<file path="config.mk">
export PLATFORM = sky130hd
export DESIGN_NAME = cfs_supervisor
export DESIGN_NICKNAME = d
export VERILOG_FILES = /design/src/inc/cfs_pkg.sv /design/src/verilog/cfs_supervisor.sv
export SDC_FILE = /design/constraint.sdc
export NUM_CORES = 1
export LEC_CHECK = 0
export ABC_AREA = 1
export BUFFER_PORTS_ARGS = -buffer_cell sky130_fd_sc_hd__buf_2
export CAP_MARGIN = 20
export CORE_ASPECT_RATIO = 1.4
export CORE_MARGIN = 2
export CORE_UTILIZATION = 40
export CTS_CLUSTER_DIAMETER = 40
export DETAILED_ROUTE_END_ITERATION = 8
export GPL_TIMING_DRIVEN = 0
export SLEW_MARGIN = 10
export SYNTH_ARGS = -nofsm -noshare
export SYNTH_HDL_FRONTEND = slang
export SYNTH_SLANG_ARGS = --single-unit
</file>
<file path="constraint.sdc">
create_clock -name REF_CLK -period 8.3 [get_ports REF_CLK]
set_input_delay 1.245 -clock REF_CLK [delete_from_list [all_inputs] [get_ports REF_CLK]]
set_output_delay 1.245 -clock REF_CLK [all_outputs]
set_load 0.01 [all_outputs]
</file>
<file path="src/inc/cfs_pkg.sv">
/*
  Constants for the converter fault supervisor: command codes, field
  positions, reset values and timing counts.
  Assumes a 40 MHz controller clock and a byte-wide command port that
  carries management-bus command codes.
*/
package cfs_pkg;

  // ==========================================================
  // Command codes of the management bus.
  localparam logic [7:0] CFS_CMD_OT_FAULT = 8'h4f;
  localparam logic [7:0] CFS_CMD_OT_WARN = 8'h51;
  localparam logic [7:0] CFS_CMD_TON_MAX = 8'h62;
  localparam logic [7:0] CFS_CMD_STAT_TEMP = 8'h7d;
  localparam logic [7:0] CFS_CMD_READ_TEMP = 8'h8d;
  localparam logic [7:0] CFS_CMD_READ_VOUT = 8'h8b;
  localparam logic [7:0] CFS_CMD_LIMITS = 8'hd7;
  localparam logic [7:0] CFS_CMD_RESP = 8'he0;
  localparam logic [7:0] CFS_CMD_STAT_MISC = 8'he1;

  // ==========================================================
  // Thermal status bit positions.
  localparam int CFS_ST_OT_FAULT = 7;
  localparam int CFS_ST_OT_WARN = 6;

  // Miscellaneous status bit positions.
  localparam int CFS_SM_BG_OT = 0;
  localparam int CFS_SM_OC = 1;
  localparam int CFS_SM_OV = 2;
  localparam int CFS_SM_UV = 3;
  localparam int CFS_SM_TON_MAX = 4;

  // Response register fields: two bits each.
  localparam int CFS_RF_OT = 0;
  localparam int CFS_RF_OC = 2;
  localparam int CFS_RF_OV = 4;
  localparam int CFS_RF_UV = 6;

  // Response codes.
  localparam logic [1:0] CFS_RESP_IGNORE = 2'h0;
  localparam logic [1:0] CFS_RESP_LATCH = 2'h1;
  localparam logic [1:0] CFS_RESP_RESTART = 2'h2;

  // ==========================================================
  // Reset values: overtemperature response defaults to ignore.
  localparam logic [7:0] CFS_RST_RESP = 8'h28;
  localparam logic [7:0] CFS_RST_LIMITS = 8'h00;
  localparam logic [15:0] CFS_RST_OT_FAULT = 16'h007d;
  localparam logic [15:0] CFS_RST_OT_WARN = 16'h0073;
  localparam logic [15:0] CFS_RST_TON_MAX = 16'h0032;

  // ==========================================================
  // Timing and counts.
  localparam int CFS_CLK_HZ = 40_000_000;
  localparam int CFS_MS_TIME = 1;
  localparam int CFS_MS_CYC = CFS_CLK_HZ / 1000 * CFS_MS_TIME;
  localparam logic [1:0] CFS_OC_TRIP = 2'h3;
  localparam logic [2:0] CFS_HICCUP_RISES = 3'h7;
  localparam logic [15:0] CFS_OT_HYST = 16'h0014;
  localparam int CFS_AVG_SHIFT = 3;

  typedef enum logic [2:0] {
    CFS_OFF, CFS_START, CFS_RUN, CFS_DISCHARGE, CFS_HICCUP, CFS_COOL,
    CFS_LATCHED
  } cfs_state_t;

endpackage

</file>
<file path="src/verilog/cfs_supervisor.sv">
/*
  Converter fault supervisor: overcurrent, thermal, overvoltage and
  undervoltage supervision with command-coded registers.
  Assumes comparator levels from the analog stage, temperature and
  voltage samples from converters, and a simple byte command port.
*/
module cfs_supervisor
  import cfs_pkg::*;
(
  input wire logic REF_CLK,
  input wire logic SYS_RST,
  input wire logic REG_SUPPLY_OK,
  input wire logic CONV_ENABLE,
  input wire logic PWM_IN,
  input wire logic SOFTSTART_DONE,
  input wire logic RISE_TICK,
  input wire logic HS_PEAK_CMP,
  input wire logic LS_OC_CMP,
  input wire logic BG_TRIP_CMP,
  input wire logic FIXED_OV_CMP,
  input wire logic FAULT_RESET,
  input wire logic ALERT_MASK,
  input wire logic TEMP_VALID,
  input wire logic [15:0] TEMP_SAMPLE,
  input wire logic VOUT_VALID,
  input wire logic [15:0] VOUT_SAMPLE,
  input wire logic [15:0] FB_LEVEL,
  input wire logic [15:0] FB_NOMINAL,
  input wire logic CMD_WR,
  input wire logic CMD_RD,
  input wire logic [7:0] CMD_CODE,
  input wire logic [15:0] CMD_WDATA,
  output logic [15:0] CMD_RDATA,
  output logic CMD_ACK,
  output logic HS_GATE_EN,
  output logic LS_GATE_EN,
  output logic ALERT_N,
  output logic CONVERTING
);

  // ==========================================================
  // Comparator synchronisers.
  logic [4:0] sync1_q, sync2_q;
  wire logic [4:0] raw_cmp = {FIXED_OV_CMP, BG_TRIP_CMP, LS_OC_CMP,
                              HS_PEAK_CMP, PWM_IN};
  // Two flops per level; only the second stage is used below.
  always_ff @(posedge REF_CLK) begin
    if (SYS_RST) begin
      sync1_q <= 5'h00;
      sync2_q <= 5'h00;
    end else begin
      sync1_q <= raw_cmp;
      sync2_q <= sync1_q;
    end
  end
  wire logic pwm_s = sync2_q[0];
  wire logic hs_s = sync2_q[1];
  wire logic ls_s = sync2_q[2];
  wire logic bg_s = sync2_q[3];
  wire logic fov_s = sync2_q[4];

  // ==========================================================
  // Registers reached by command code.
  logic [7:0] limits_q, resp_q, stat_temp_q, stat_misc_q;
  logic [15:0] ot_fault_q, ot_warn_q, ton_max_q, temp_q, vout_q;
  logic [15:0] cmd_rdata_q;
  logic cmd_ack_q;

  wire logic wr_ot_fault = CMD_WR && CMD_CODE == CFS_CMD_OT_FAULT;
  wire logic wr_ot_warn = CMD_WR && CMD_CODE == CFS_CMD_OT_WARN;
  wire logic wr_ton = CMD_WR && CMD_CODE == CFS_CMD_TON_MAX;
  wire logic wr_limits = CMD_WR && CMD_CODE == CFS_CMD_LIMITS;
  wire logic wr_resp = CMD_WR && CMD_CODE == CFS_CMD_RESP;
  wire logic clr_temp = CMD_WR && CMD_CODE == CFS_CMD_STAT_TEMP;
  wire logic clr_misc = CMD_WR && CMD_CODE == CFS_CMD_STAT_MISC;

  // Extracts a two-bit response field.
  function automatic logic [1:0] resp_of(input logic [7:0] r,
                                         input int pos);
    resp_of = r[pos +: 2];
  endfunction

  wire logic [1:0] ot_resp = resp_of(resp_q, CFS_RF_OT);
  wire logic [1:0] oc_resp = resp_of(resp_q, CFS_RF_OC);
  wire logic [1:0] ov_resp = resp_of(resp_q, CFS_RF_OV);
  wire logic [1:0] uv_resp = resp_of(resp_q, CFS_RF_UV);

  // Read mux; unknown codes read as zero.
  logic [15:0] rd_mux;
  always_comb begin
    unique case (CMD_CODE)
      CFS_CMD_OT_FAULT: rd_mux = ot_fault_q;
      CFS_CMD_OT_WARN: rd_mux = ot_warn_q;
      CFS_CMD_TON_MAX: rd_mux = ton_max_q;
      CFS_CMD_STAT_TEMP: rd_mux = {8'h00, stat_temp_q};
      CFS_CMD_READ_TEMP: rd_mux = temp_q;
      CFS_CMD_READ_VOUT: rd_mux = vout_q;
      CFS_CMD_LIMITS: rd_mux = {8'h00, limits_q};
      CFS_CMD_RESP: rd_mux = {8'h00, resp_q};
      CFS_CMD_STAT_MISC: rd_mux = {8'h00, stat_misc_q};
      default: rd_mux = 16'h0000;
    endcase
  end

  // Writable configuration.
  always_ff @(posedge REF_CLK) begin
    if (SYS_RST) begin
      ot_fault_q <= CFS_RST_OT_FAULT;
      ot_warn_q <= CFS_RST_OT_WARN;
      ton_max_q <= CFS_RST_TON_MAX;
      limits_q <= CFS_RST_LIMITS;
      resp_q <= CFS_RST_RESP;
    end else begin
      if (wr_ot_fault) ot_fault_q <= CMD_WDATA;
      if (wr_ot_warn) ot_warn_q <= CMD_WDATA;
      if (wr_ton) ton_max_q <= CMD_WDATA;
      if (wr_limits) limits_q <= CMD_WDATA[7:0];
      if (wr_resp) resp_q <= CMD_WDATA[7:0];
    end
  end

  // Read answer registered one cycle after the strobe.
  always_ff @(posedge REF_CLK) begin
    if (SYS_RST) begin
      cmd_rdata_q <= 16'h0000;
      cmd_ack_q <= 1'b0;
    end else begin
      cmd_ack_q <= CMD_RD | CMD_WR;
      if (CMD_RD) cmd_rdata_q <= rd_mux;
    end
  end

  // ==========================================================
  // Telemetry: temperature direct, output voltage averaged.
  wire logic [15:0] vout_avg = 16'(vout_q - (vout_q >> CFS_AVG_SHIFT)
                                   + (VOUT_SAMPLE >> CFS_AVG_SHIFT));
  always_ff @(posedge REF_CLK) begin
    if (SYS_RST) begin
      temp_q <= 16'h0000;
      vout_q <= 16'h0000;
    end else begin
      if (TEMP_VALID) temp_q <= TEMP_SAMPLE;
      if (VOUT_VALID) vout_q <= vout_avg;
    end
  end

  // ==========================================================
  // Thresholds. Limit select picks a preset step of one to four
  // thirty-seconds of nominal feedback, above it for OV, below for UV.
  function automatic logic [15:0] pct_of(input logic [15:0] nom,
                                         input logic [1:0] sel);
    logic [17:0] m;
    m = {2'b00, nom >> 5} * ({16'h0000, sel} + 18'h1);
    pct_of = m[15:0];
  endfunction
  wire logic [15:0] ov_lvl = 16'(FB_NOMINAL + pct_of(FB_NOMINAL,
                                 limits_q[1:0]));
  wire logic [15:0] uv_lvl = 16'(FB_NOMINAL - pct_of(FB_NOMINAL,
                                 limits_q[3:2]));
  // Overvoltage watched whenever the regulator supply is up.
  wire logic ov_det = REG_SUPPLY_OK &&
                      (FB_LEVEL > ov_lvl || fov_s);
  wire logic ot_fault_det = TEMP_VALID && TEMP_SAMPLE >= ot_fault_q;
  wire logic ot_warn_det = TEMP_VALID && TEMP_SAMPLE >= ot_warn_q;
  wire logic [15:0] cool_lvl = 16'(ot_fault_q - CFS_OT_HYST);

  // ==========================================================
  // Sequencer and counters.
  cfs_state_t st_q, st_d;
  logic [1:0] oc_cnt_q;
  logic pwm_prev_q, cyc_oc_q, bg_cool_q, ot_cool_q;
  logic [2:0] rise_cnt_q;
  logic [15:0] ms_cnt_q;
  logic [15:0] ms_tot_q;

  wire logic cyc_start = pwm_s && !pwm_prev_q;
  wire logic oc_now = (hs_s && pwm_s) || ls_s;
  wire logic oc_fault = cyc_start && cyc_oc_q && oc_cnt_q == 2'h2;
  wire logic ms_tick = ms_cnt_q == 16'(CFS_MS_CYC - 1);
  wire logic ton_expired = ms_tot_q >= ton_max_q;
  wire logic in_run = st_q == CFS_RUN;
  wire logic uv_armed = in_run && SOFTSTART_DONE && ton_expired;
  wire logic uv_det = uv_armed && FB_LEVEL < uv_lvl;
  wire logic ton_fault = st_q == CFS_START && ton_expired &&
                         FB_LEVEL < uv_lvl;
  wire logic ov_act = ov_det && ov_resp != CFS_RESP_IGNORE;
  wire logic oc_act = oc_fault && oc_resp != CFS_RESP_IGNORE;
  wire logic uv_act = (uv_det || ton_fault) &&
                      uv_resp != CFS_RESP_IGNORE;
  wire logic ot_act = ot_fault_det && ot_resp != CFS_RESP_IGNORE;
  wire logic active = st_q == CFS_START || in_run;

  // Counts consecutive overcurrent cycles; a clean cycle resets it.
  always_ff @(posedge REF_CLK) begin
    if (SYS_RST) begin
      pwm_prev_q <= 1'b0;
      cyc_oc_q <= 1'b0;
      oc_cnt_q <= 2'h0;
    end else begin
      pwm_prev_q <= pwm_s;
      if (cyc_start) begin
        cyc_oc_q <= oc_now; // An event on the cycle edge is not lost.
        if (!cyc_oc_q) oc_cnt_q <= 2'h0;
        else if (oc_cnt_q == 2'h2) oc_cnt_q <= 2'h0;
        else oc_cnt_q <= 2'(oc_cnt_q + 2'h1);
      end else if (oc_now) begin
        cyc_oc_q <= 1'b1;
      end
    end
  end

  // Millisecond counter for the start-up limit; hiccup counts rises.
  always_ff @(posedge REF_CLK) begin
    if (SYS_RST || (st_q != CFS_START && st_q != CFS_RUN)) begin
      ms_cnt_q <= 16'h0000;
      ms_tot_q <= 16'h0000;
    end else begin
      ms_cnt_q <= ms_tick ? 16'h0000 : 16'(ms_cnt_q + 16'h1);
      if (ms_tick && !ton_expired) ms_tot_q <= 16'(ms_tot_q + 16'h1);
    end
  end
  always_ff @(posedge REF_CLK) begin
    if (SYS_RST || st_q != CFS_HICCUP) rise_cnt_q <= 3'h0;
    else if (RISE_TICK) rise_cnt_q <= 3'(rise_cnt_q + 3'h1);
  end

  // Cooling gates: bandgap trip releases when the comparator drops,
  // which carries the 20 degree hysteresis; programmable fault releases
  // 20 degrees below the fault threshold.
  always_ff @(posedge REF_CLK) begin
    if (SYS_RST) begin
      bg_cool_q <= 1'b0;
      ot_cool_q <= 1'b0;
    end else begin
      if (bg_s) bg_cool_q <= 1'b1;
      else if (st_q == CFS_COOL) bg_cool_q <= 1'b0;
      if (ot_act) ot_cool_q <= 1'b1;
      else if (TEMP_VALID && TEMP_SAMPLE <= cool_lvl) ot_cool_q <= 1'b0;
    end
  end

  // Next state; in CFS_START and CFS_RUN, bandgap trip outranks every programmable response.
  always_comb begin
    st_d = st_q;
    unique case (st_q)
      CFS_OFF: if (CONV_ENABLE) st_d = CFS_START;
      CFS_START, CFS_RUN: begin
        if (!CONV_ENABLE) st_d = CFS_OFF;
        else if (bg_s) st_d = CFS_COOL;
        else if (ov_act) st_d = CFS_DISCHARGE;
        else if (ot_act)
          st_d = ot_resp == CFS_RESP_LATCH ? CFS_LATCHED : CFS_COOL;
        else if (oc_act)
          st_d = oc_resp == CFS_RESP_LATCH ? CFS_LATCHED : CFS_HICCUP;
        else if (uv_act)
          st_d = uv_resp == CFS_RESP_LATCH ? CFS_LATCHED : CFS_HICCUP;
        else if (st_q == CFS_START && SOFTSTART_DONE) st_d = CFS_RUN;
      end
      CFS_DISCHARGE: if (!ov_det)
        st_d = ov_resp == CFS_RESP_LATCH ? CFS_LATCHED : CFS_HICCUP;
      CFS_HICCUP: if (rise_cnt_q == CFS_HICCUP_RISES) st_d = CFS_OFF;
      CFS_COOL: if (!bg_s && !bg_cool_q && !ot_cool_q) st_d = CFS_OFF;
      CFS_LATCHED: if (FAULT_RESET) st_d = CFS_OFF;
      default: st_d = CFS_OFF;
    endcase
  end
  always_ff @(posedge REF_CLK) begin
    if (SYS_RST) st_q <= CFS_OFF;
    else st_q <= st_d;
  end

  // ==========================================================
  // Status flags: hardware set wins over a same-cycle clear.
  // A write to a status code clears the bits written as one.
  wire logic [7:0] temp_set = {ot_fault_det, ot_warn_det, 6'h00};
  wire logic [7:0] misc_set = {3'h0, ton_fault, uv_det, ov_det,
                               oc_fault, bg_s};
  always_ff @(posedge REF_CLK) begin
    if (SYS_RST) begin
      stat_temp_q <= 8'h00;
      stat_misc_q <= 8'h00;
    end else begin
      stat_temp_q <= (stat_temp_q & ~(clr_temp ? CMD_WDATA[7:0] : 8'h00))
                     | temp_set;
      stat_misc_q <= (stat_misc_q & ~(clr_misc ? CMD_WDATA[7:0] : 8'h00))
                     | misc_set;
    end
  end

  // ==========================================================
  // Gate drive. A high-side trip kills the rest of the on period even
  // under ignore; the peak comparator bypasses the sync here because
  // two cycles of extra current is the hazard being prevented.
  logic hs_q, ls_q, alert_q;
  wire logic hs_kill = HS_PEAK_CMP || cyc_oc_q;
  always_ff @(posedge REF_CLK) begin
    if (SYS_RST) begin
      hs_q <= 1'b0;
      ls_q <= 1'b0;
      alert_q <= 1'b0;
    end else begin
      hs_q <= active && pwm_s && !hs_kill && !ov_act;
      ls_q <= st_q == CFS_DISCHARGE || ov_act ||
              (active && !pwm_s);
      alert_q <= (|stat_temp_q || |stat_misc_q) && !ALERT_MASK;
    end
  end

  assign HS_GATE_EN = hs_q && !HS_PEAK_CMP;
  assign LS_GATE_EN = ls_q;
  assign ALERT_N = !alert_q;
  assign CONVERTING = active;
  assign CMD_RDATA = cmd_rdata_q;
  assign CMD_ACK = cmd_ack_q;

endmodule

</file>
Yosys cells after proc, flatten, opt, wreduce, memory -nomap -nowiden
Index checks and enable logic that the tools add are counted.
Widths: inputs -> output; s select.

word-level totals
  flip-flop bits (word level) = 186
  input bits = 105
  output and inout port bits = 21
  word-level logic and storage cells = 179

cells by class
  add/sub/neg operators = 11
  multipliers = 2
  order comparisons = 6
  equality and inequality tests = 31
  muxes and demuxes = 28
  bitwise gates (word level) = 7
  reductions and logical operators = 69

operators with widths
  kind                   count
  $pmux 16 s9            1
  $ge 16x16->1           3
  $eq 8x8->1 const B     5
  $mux 3                 12
  $logic_and 1x1->1      35
  $add 16x1->16 const B  2
  $eq 8x7->1 const B     4
  $mul 11x3->14          2
  $pmux 3 s6             1
  $add 16x13->16         1
  $add 16x14->16         1
  $and 8x8->8            2
  $eq 16x16->1 const B   1
  $gt 16x16->1           1
  $le 16x16->1           1
  $lt 16x16->1           1
  $mux 8                 2
  $not 8->8              2
  $reduce_or 8->1        2
  $sub 16x13->16         1
  $sub 16x14->16         1
  $sub 16x5->16 const B  1
  $reduce_bool 2->1      7
  $eq 3x3->1 const B     4
  other kinds (23)       61

Depth between registers and ports, before layout
  depth in word-level cells = 14
  depth in mapped cells = 36
  gate-level depth less buffers = 35

Worst setup path before layout
OpenSTA, ideal clock, no wires.

  path kind = input to register
  from = input port FB_NOMINAL[8]
  to = register st_q[1]
  library setup time = 0.132 ns
  arrival time = 5.539 ns
  data required time = 8.168 ns
  setup slack = 2.628 ns
  cell stages on the path = 33
  path buffers = 0
  cells stage by stage = inv_1 nor2_1 fa_1 inv_1 fa_1 inv_1 ha_1 a21oi_1 o21bai_2 nand2_1 o211ai_1 a21oi_1 o21bai_1 a21oi_1 o21bai_1 nand2_1 a21oi_1 xor2_1 ha_1 nand2_1 inv_1 nand3_1 a31o_2 o211a_1 nand2_1 nand2_1 nand2_1 nand3_1 nand2_1 o21ai_1 nor2_1 nand2_1 a21oi_1

between the ends
  word-level cells in the longest chain between the ends = 13
  elaborated cells between the ends (all ways) = 23
  classes of those cells = 2 x add/sub; 2 x mul; 2 x order compare; 2 x eq/ne; 7 x mux; 8 x reduce/logical

RTL lines
  element                                      RTL line                                      source
  from (decl)                                  cfs_supervisor.sv:28                          input wire logic [15:0] FB_NOMINAL,
  $mul 11x3->14                                cfs_supervisor.sv:153                         m = {2'b00, nom >> 5} * ({16'h0000, sel} + 18'h1);
  $sub 16x14->16                               cfs_supervisor.sv:158                         wire logic [15:0] uv_lvl = 16'(FB_NOMINAL - pct_of(FB_NOMINAL,
  $lt 16x16->1                                 cfs_supervisor.sv:183, cfs_supervisor.sv:185
  $logic_and 1x1->1, on equally long branches  cfs_supervisor.sv:183, cfs_supervisor.sv:184
  $logic_or 1x1->1                             cfs_supervisor.sv:188                         wire logic uv_act = (uv_det || ton_fault) &&
  $logic_and 1x1->1                            cfs_supervisor.sv:188
  $mux 3                                       cfs_supervisor.sv:255                         else if (uv_act)
  $mux 3                                       cfs_supervisor.sv:253                         else if (oc_act)
  $mux 3                                       cfs_supervisor.sv:251                         else if (ot_act)
  $mux 3                                       cfs_supervisor.sv:250                         else if (ov_act) st_d = CFS_DISCHARGE;
  $mux 3                                       cfs_supervisor.sv:249                         else if (bg_s) st_d = CFS_COOL;
  $mux 3                                       cfs_supervisor.sv:248                         if (!CONV_ENABLE) st_d = CFS_OFF;
  $pmux 3 s6                                   cfs_supervisor.sv:245                         unique case (st_q)
  to (signal assigned)                         cfs_supervisor.sv:269                         else st_q <= st_d;
  to (decl)                                    cfs_supervisor.sv:169                         cfs_state_t st_q, st_d;

Parallel ways exist; a longest one is shown, timed or not.
A chain may end at the register's enable or synchronous reset.

Final worst setup path
  from = register limits_q[2]
  to = register st_q[2]

between the ends
  word-level cells in the longest chain between the ends = 14
  elaborated cells between the ends (all ways) = 17
  classes of those cells = 2 x add/sub; 1 x mul; 1 x order compare; 1 x eq/ne; 7 x mux; 5 x reduce/logical

RTL lines
  element                                      RTL line                                      source
  from (decl)                                  cfs_supervisor.sv:64                          logic [7:0] limits_q, resp_q, stat_temp_q, stat_misc_q;
  from (signal assigned)                       cfs_supervisor.sv:117                         if (wr_limits) limits_q <= CMD_WDATA[7:0];
  $add 2x1->3 (*)                              cfs_supervisor.sv:153
  $mul 11x3->14 (*)                            cfs_supervisor.sv:153
  $sub 16x14->16 (*)                           cfs_supervisor.sv:158
  $lt 16x16->1 (*)                             cfs_supervisor.sv:183, cfs_supervisor.sv:185
  $logic_and 1x1->1, on equally long branches  cfs_supervisor.sv:183, cfs_supervisor.sv:184
  $logic_or 1x1->1 (*)                         cfs_supervisor.sv:188
  $logic_and 1x1->1 (*)                        cfs_supervisor.sv:188
  $mux 3                                       cfs_supervisor.sv:255
  $mux 3                                       cfs_supervisor.sv:253
  $mux 3                                       cfs_supervisor.sv:251
  $mux 3                                       cfs_supervisor.sv:250
  $mux 3                                       cfs_supervisor.sv:249
  $mux 3                                       cfs_supervisor.sv:248
  $pmux 3 s6                                   cfs_supervisor.sv:245

Every way passes the cells marked *; elsewhere a longest branch is shown, timed or not.

==> impl_metrics.yaml <==
final_layout:
  nets: 2352
  layout-drive-gt1-share_pct: 9.48
  finalNonFillerCells: 2511
  area_delta_synth_final_pct: 12.8
critical_path:
  end_kind: "register"
  crit_path_frequent_cell: "nand2_1"
  r2r-start: "limits_q[2]"
  reg2reg_to: "st_q[2]"
  startpoint_type: "register"
  rr_worst_depth: 32
  cp_max_fo: 10
  startpoint: "limits_q[2]"
  r2r_setup_slack_ns: 2.07
  endpoint: "st_q[2]"
  critical_path_class: "register to register"
  slowest_stage: "fa_1"
  slowest_delay_ns: 0.55
  critical_path_arrival_ns: 6.55
  required_ns: 8.62
clock_tree:
  clk_latency_ns: 0.46
  cts_hold_buf: 0
  post_cts_resize_count: 0
  path_clk_slew_ns: 0.07
  clock-sinks: 186
  clockBufferDepth: 2
  tritoncts: "done"
  root_buffer: "clkbuf_16"
  cts_max_level: 4
  numCtsBuffers: 17
  post-cts-setup-buffers: 0
route:
  wl_per_cell_um: 16.3
  vias_per_cell: 5.18
  vias: 13017
  routed_wl_mm: 41.0
  drt_pass1_iterations: 6
  ant_nets: 0
  drc: 0
  first_iter_violations: 735
floorplan:
  ios: 126
  num_rows: 80
  die_h_um: 224
  core-area_um2: 34100
  dieWidth_um: 161
  start_util_pct: 40.7
  dieArea_um2: 36200
synth:
  synth_enable_flop_cells: 0
  ys_top_cells_by_area: "dfxtp_1 27%, ha_1 14%, inv_1 10%, fa_1 7.8%, nand2_1 7.5%"
  ys_warn_count: 0
  synth_ff_type: "dfxtp_1"
  syn_avg_cell_area_um2: 7.29
  async_flop_share_pct: 0
  ys_seq_area_share_pct: 26.8
  ys_ff_latch: 186
  syn_nets: 2214
  yosysTopAreaCell: "dfxtp_1"
  yosysTopAreaCellShare_pct: 26.8
  syn_inst: 1905
  synth_cell_types: 55
  mappedNetlistArea_um2: 13900
  synth_common_cells: "376 x inv_1, 277 x nand2_1, 193 x a21oi_1"
  yosysMostFrequentCell: "inv_1"
place:
  portBuffers: 119
  gp_congestion: 0.896
  placed_cells: 2475
  hpwlAfterDp_mm: 33.9
  dp_slack_ns: 1.58
timing:
  skew_ns: 0.0109
  worst_pin_slew_ns: 0.927
  post-route-period-util_pct: 75.1
  hold_slack_ns: 0.401
  min_period_ns: 6.23
  setup_violations: 0
  rsz0062_at_grt: "false"
  setup_slack_ns: 2.07
  fmax_mhz: 160
  hold_viol: 0
  drv_slew: 0
  relSlewSlack_pct: 38.2
  tns_ns: 0
run_status:
  outcome: "completed"
run:
  max_cap_viol_count: 0
grt:
  grt_pass1_vias: 12953
  grt_pass1_wl_mm: 65.5
  grt_antenna_before_repair: 3
  grt_max_degree: 17
  overflow: 0
  track_usage_pct: 23.1
power:
  vdd_drop_max_mv: 0.154
  power.leakage_nw: 7.40
  p_per_area_nw_per_um2: 189
min_path:
  hp-class: "register to register"
[per-layer routing]
| layer | part of all wire (%) | vias up | global-route usage [%] |
|---|---|---|---|
| met5 | 0.034 | - | 0 |
| met4 | 3.4 | 2 | 9.39 |
| met3 | 4.7 | 75 | 3.69 |
| met2 | 52 | 302 | 43.1 |
| met1 | 40 | 6133 | 25.8 |
| li1 | - | 6505 | - |
[cell usage in the layout, fill, tap and decap left out, types with 4 or more instances in the layout]
cell type | Yosys | routed
o221ai_1 | 6 | 6
nor2_2 | 8 | 8
ha_1 | 150 | 150
nand3_2 | 4 | 4
clkbuf_1 | 42 | 43
xnor2_1 | 16 | 16
xor2_1 | 42 | 42
o21ai_1 | 13 | 13
a21o_1 | 6 | 6
nor4_1 | 12 | 12
inv_1 | 376 | 376
o41ai_1 | 5 | 5
o21a_1 | 6 | 6
a21oi_1 | 193 | 193
diode_2 | 0 | 4
o22ai_1 | 27 | 27
a211oi_1 | 21 | 21
nor3b_1 | 4 | 4
nor3_1 | 30 | 30
nand3_1 | 44 | 44
fa_1 | 54 | 54
nand4_1 | 20 | 20
o211ai_1 | 18 | 18
nor2_1 | 157 | 157
dfxtp_1 | 186 | 186
o21bai_1 | 4 | 4
clkinv_1 | 4 | 4
inv_2 | 9 | 9
nor3_2 | 5 | 5
buf_2 | 1 | 120
nand2_1 | 277 | 277
o21ai_0 | 125 | 125
clkbuf_16 | 0 | 17
[registers in the layout, summed over array words and instances, names as in the netlist, 2 cells and up]
signal and flops:
ms_tot_q 16, oc_cnt_q 2, CMD_RDATA 16, temp_q 16
resp_q 8, ton_max_q 16, sync2_q 5, ms_cnt_q 16
rise_cnt_q 3, stat_misc_q 8, vout_q 16, sync1_q 5
limits_q 8, stat_temp_q 8, st_q 3, ot_fault_q 16
ot_warn_q 16
[cell families (layout without fill, tap and decap cells)]
family          Yosys count  in the layout  share of synthesized area (%)
simple gates            574            574                           18.1
compound gates          448            448                           18.3
buf+inv                 435            586                           11.8
fa+ha+maj               204            204                           21.3
flops                   186            186                           26.8
xor+xnor                 58             58                           3.66
other cells               0              4                              0
[critical path, delay by kind of cell, from the launching register on]
kind                       cells  cell delay, ns
xor gates and xnor gates       1            0.10
buffers and inverters          3            0.52
AOI/OAI and AO/OA              9            1.73
and+or+nand+nor               14            1.25
adders and majority gates      5            2.02
DFF                            1            0.48
[worst min path at each step]
stage	startpoint	to	slack [ns]	depth (start not counted)
floorplan	sync1_q[0]	sync2_q[0]	0.39	2
global route	sync1_q[2]	sync2_q[2]	0.41	2
CTS	sync1_q[2]	sync2_q[2]	0.40	2
global placement	sync1_q[4]	sync2_q[4]	0.39	2
detailed placement	sync1_q[2]	sync2_q[2]	0.39	2
finish	sync1_q[2]	sync2_q[2]	0.40	2
[through the flow]
stage,util [%],instance area (um2),power [mW]
after floorplan,-,13900,1.84
after global placement,44.1,15000,2.10
after detailed placement,44.1,15000,2.12
after CTS,45.8,15600,2.98
after global routing,45.8,15600,3.19
final,45.9,15700,2.96
[area by class of cell]
class | count | area [um2]
tap | 451 | 564
multi-input combinational | 1284 | 8520
buffer | 46 | 174
timing repair buffer | 119 | 596
antenna | 4 | 10.0
inverter | 389 | 1460
clock inverter | 11 | 134
clock buffer | 21 | 470
fill | 3566 | 18500
sequential | 186 | 3720
[power breakdown]
| part | switching [mW] | total (mW) | internal (mW) |
|---|---|---|---|
| Combinational | 0.697 | 1.14 | 0.441 |
| Sequential | 0.0294 | 0.968 | 0.939 |
| Clock | 0.382 | 0.855 | 0.472 |
(Power assumes the default switching activity.)
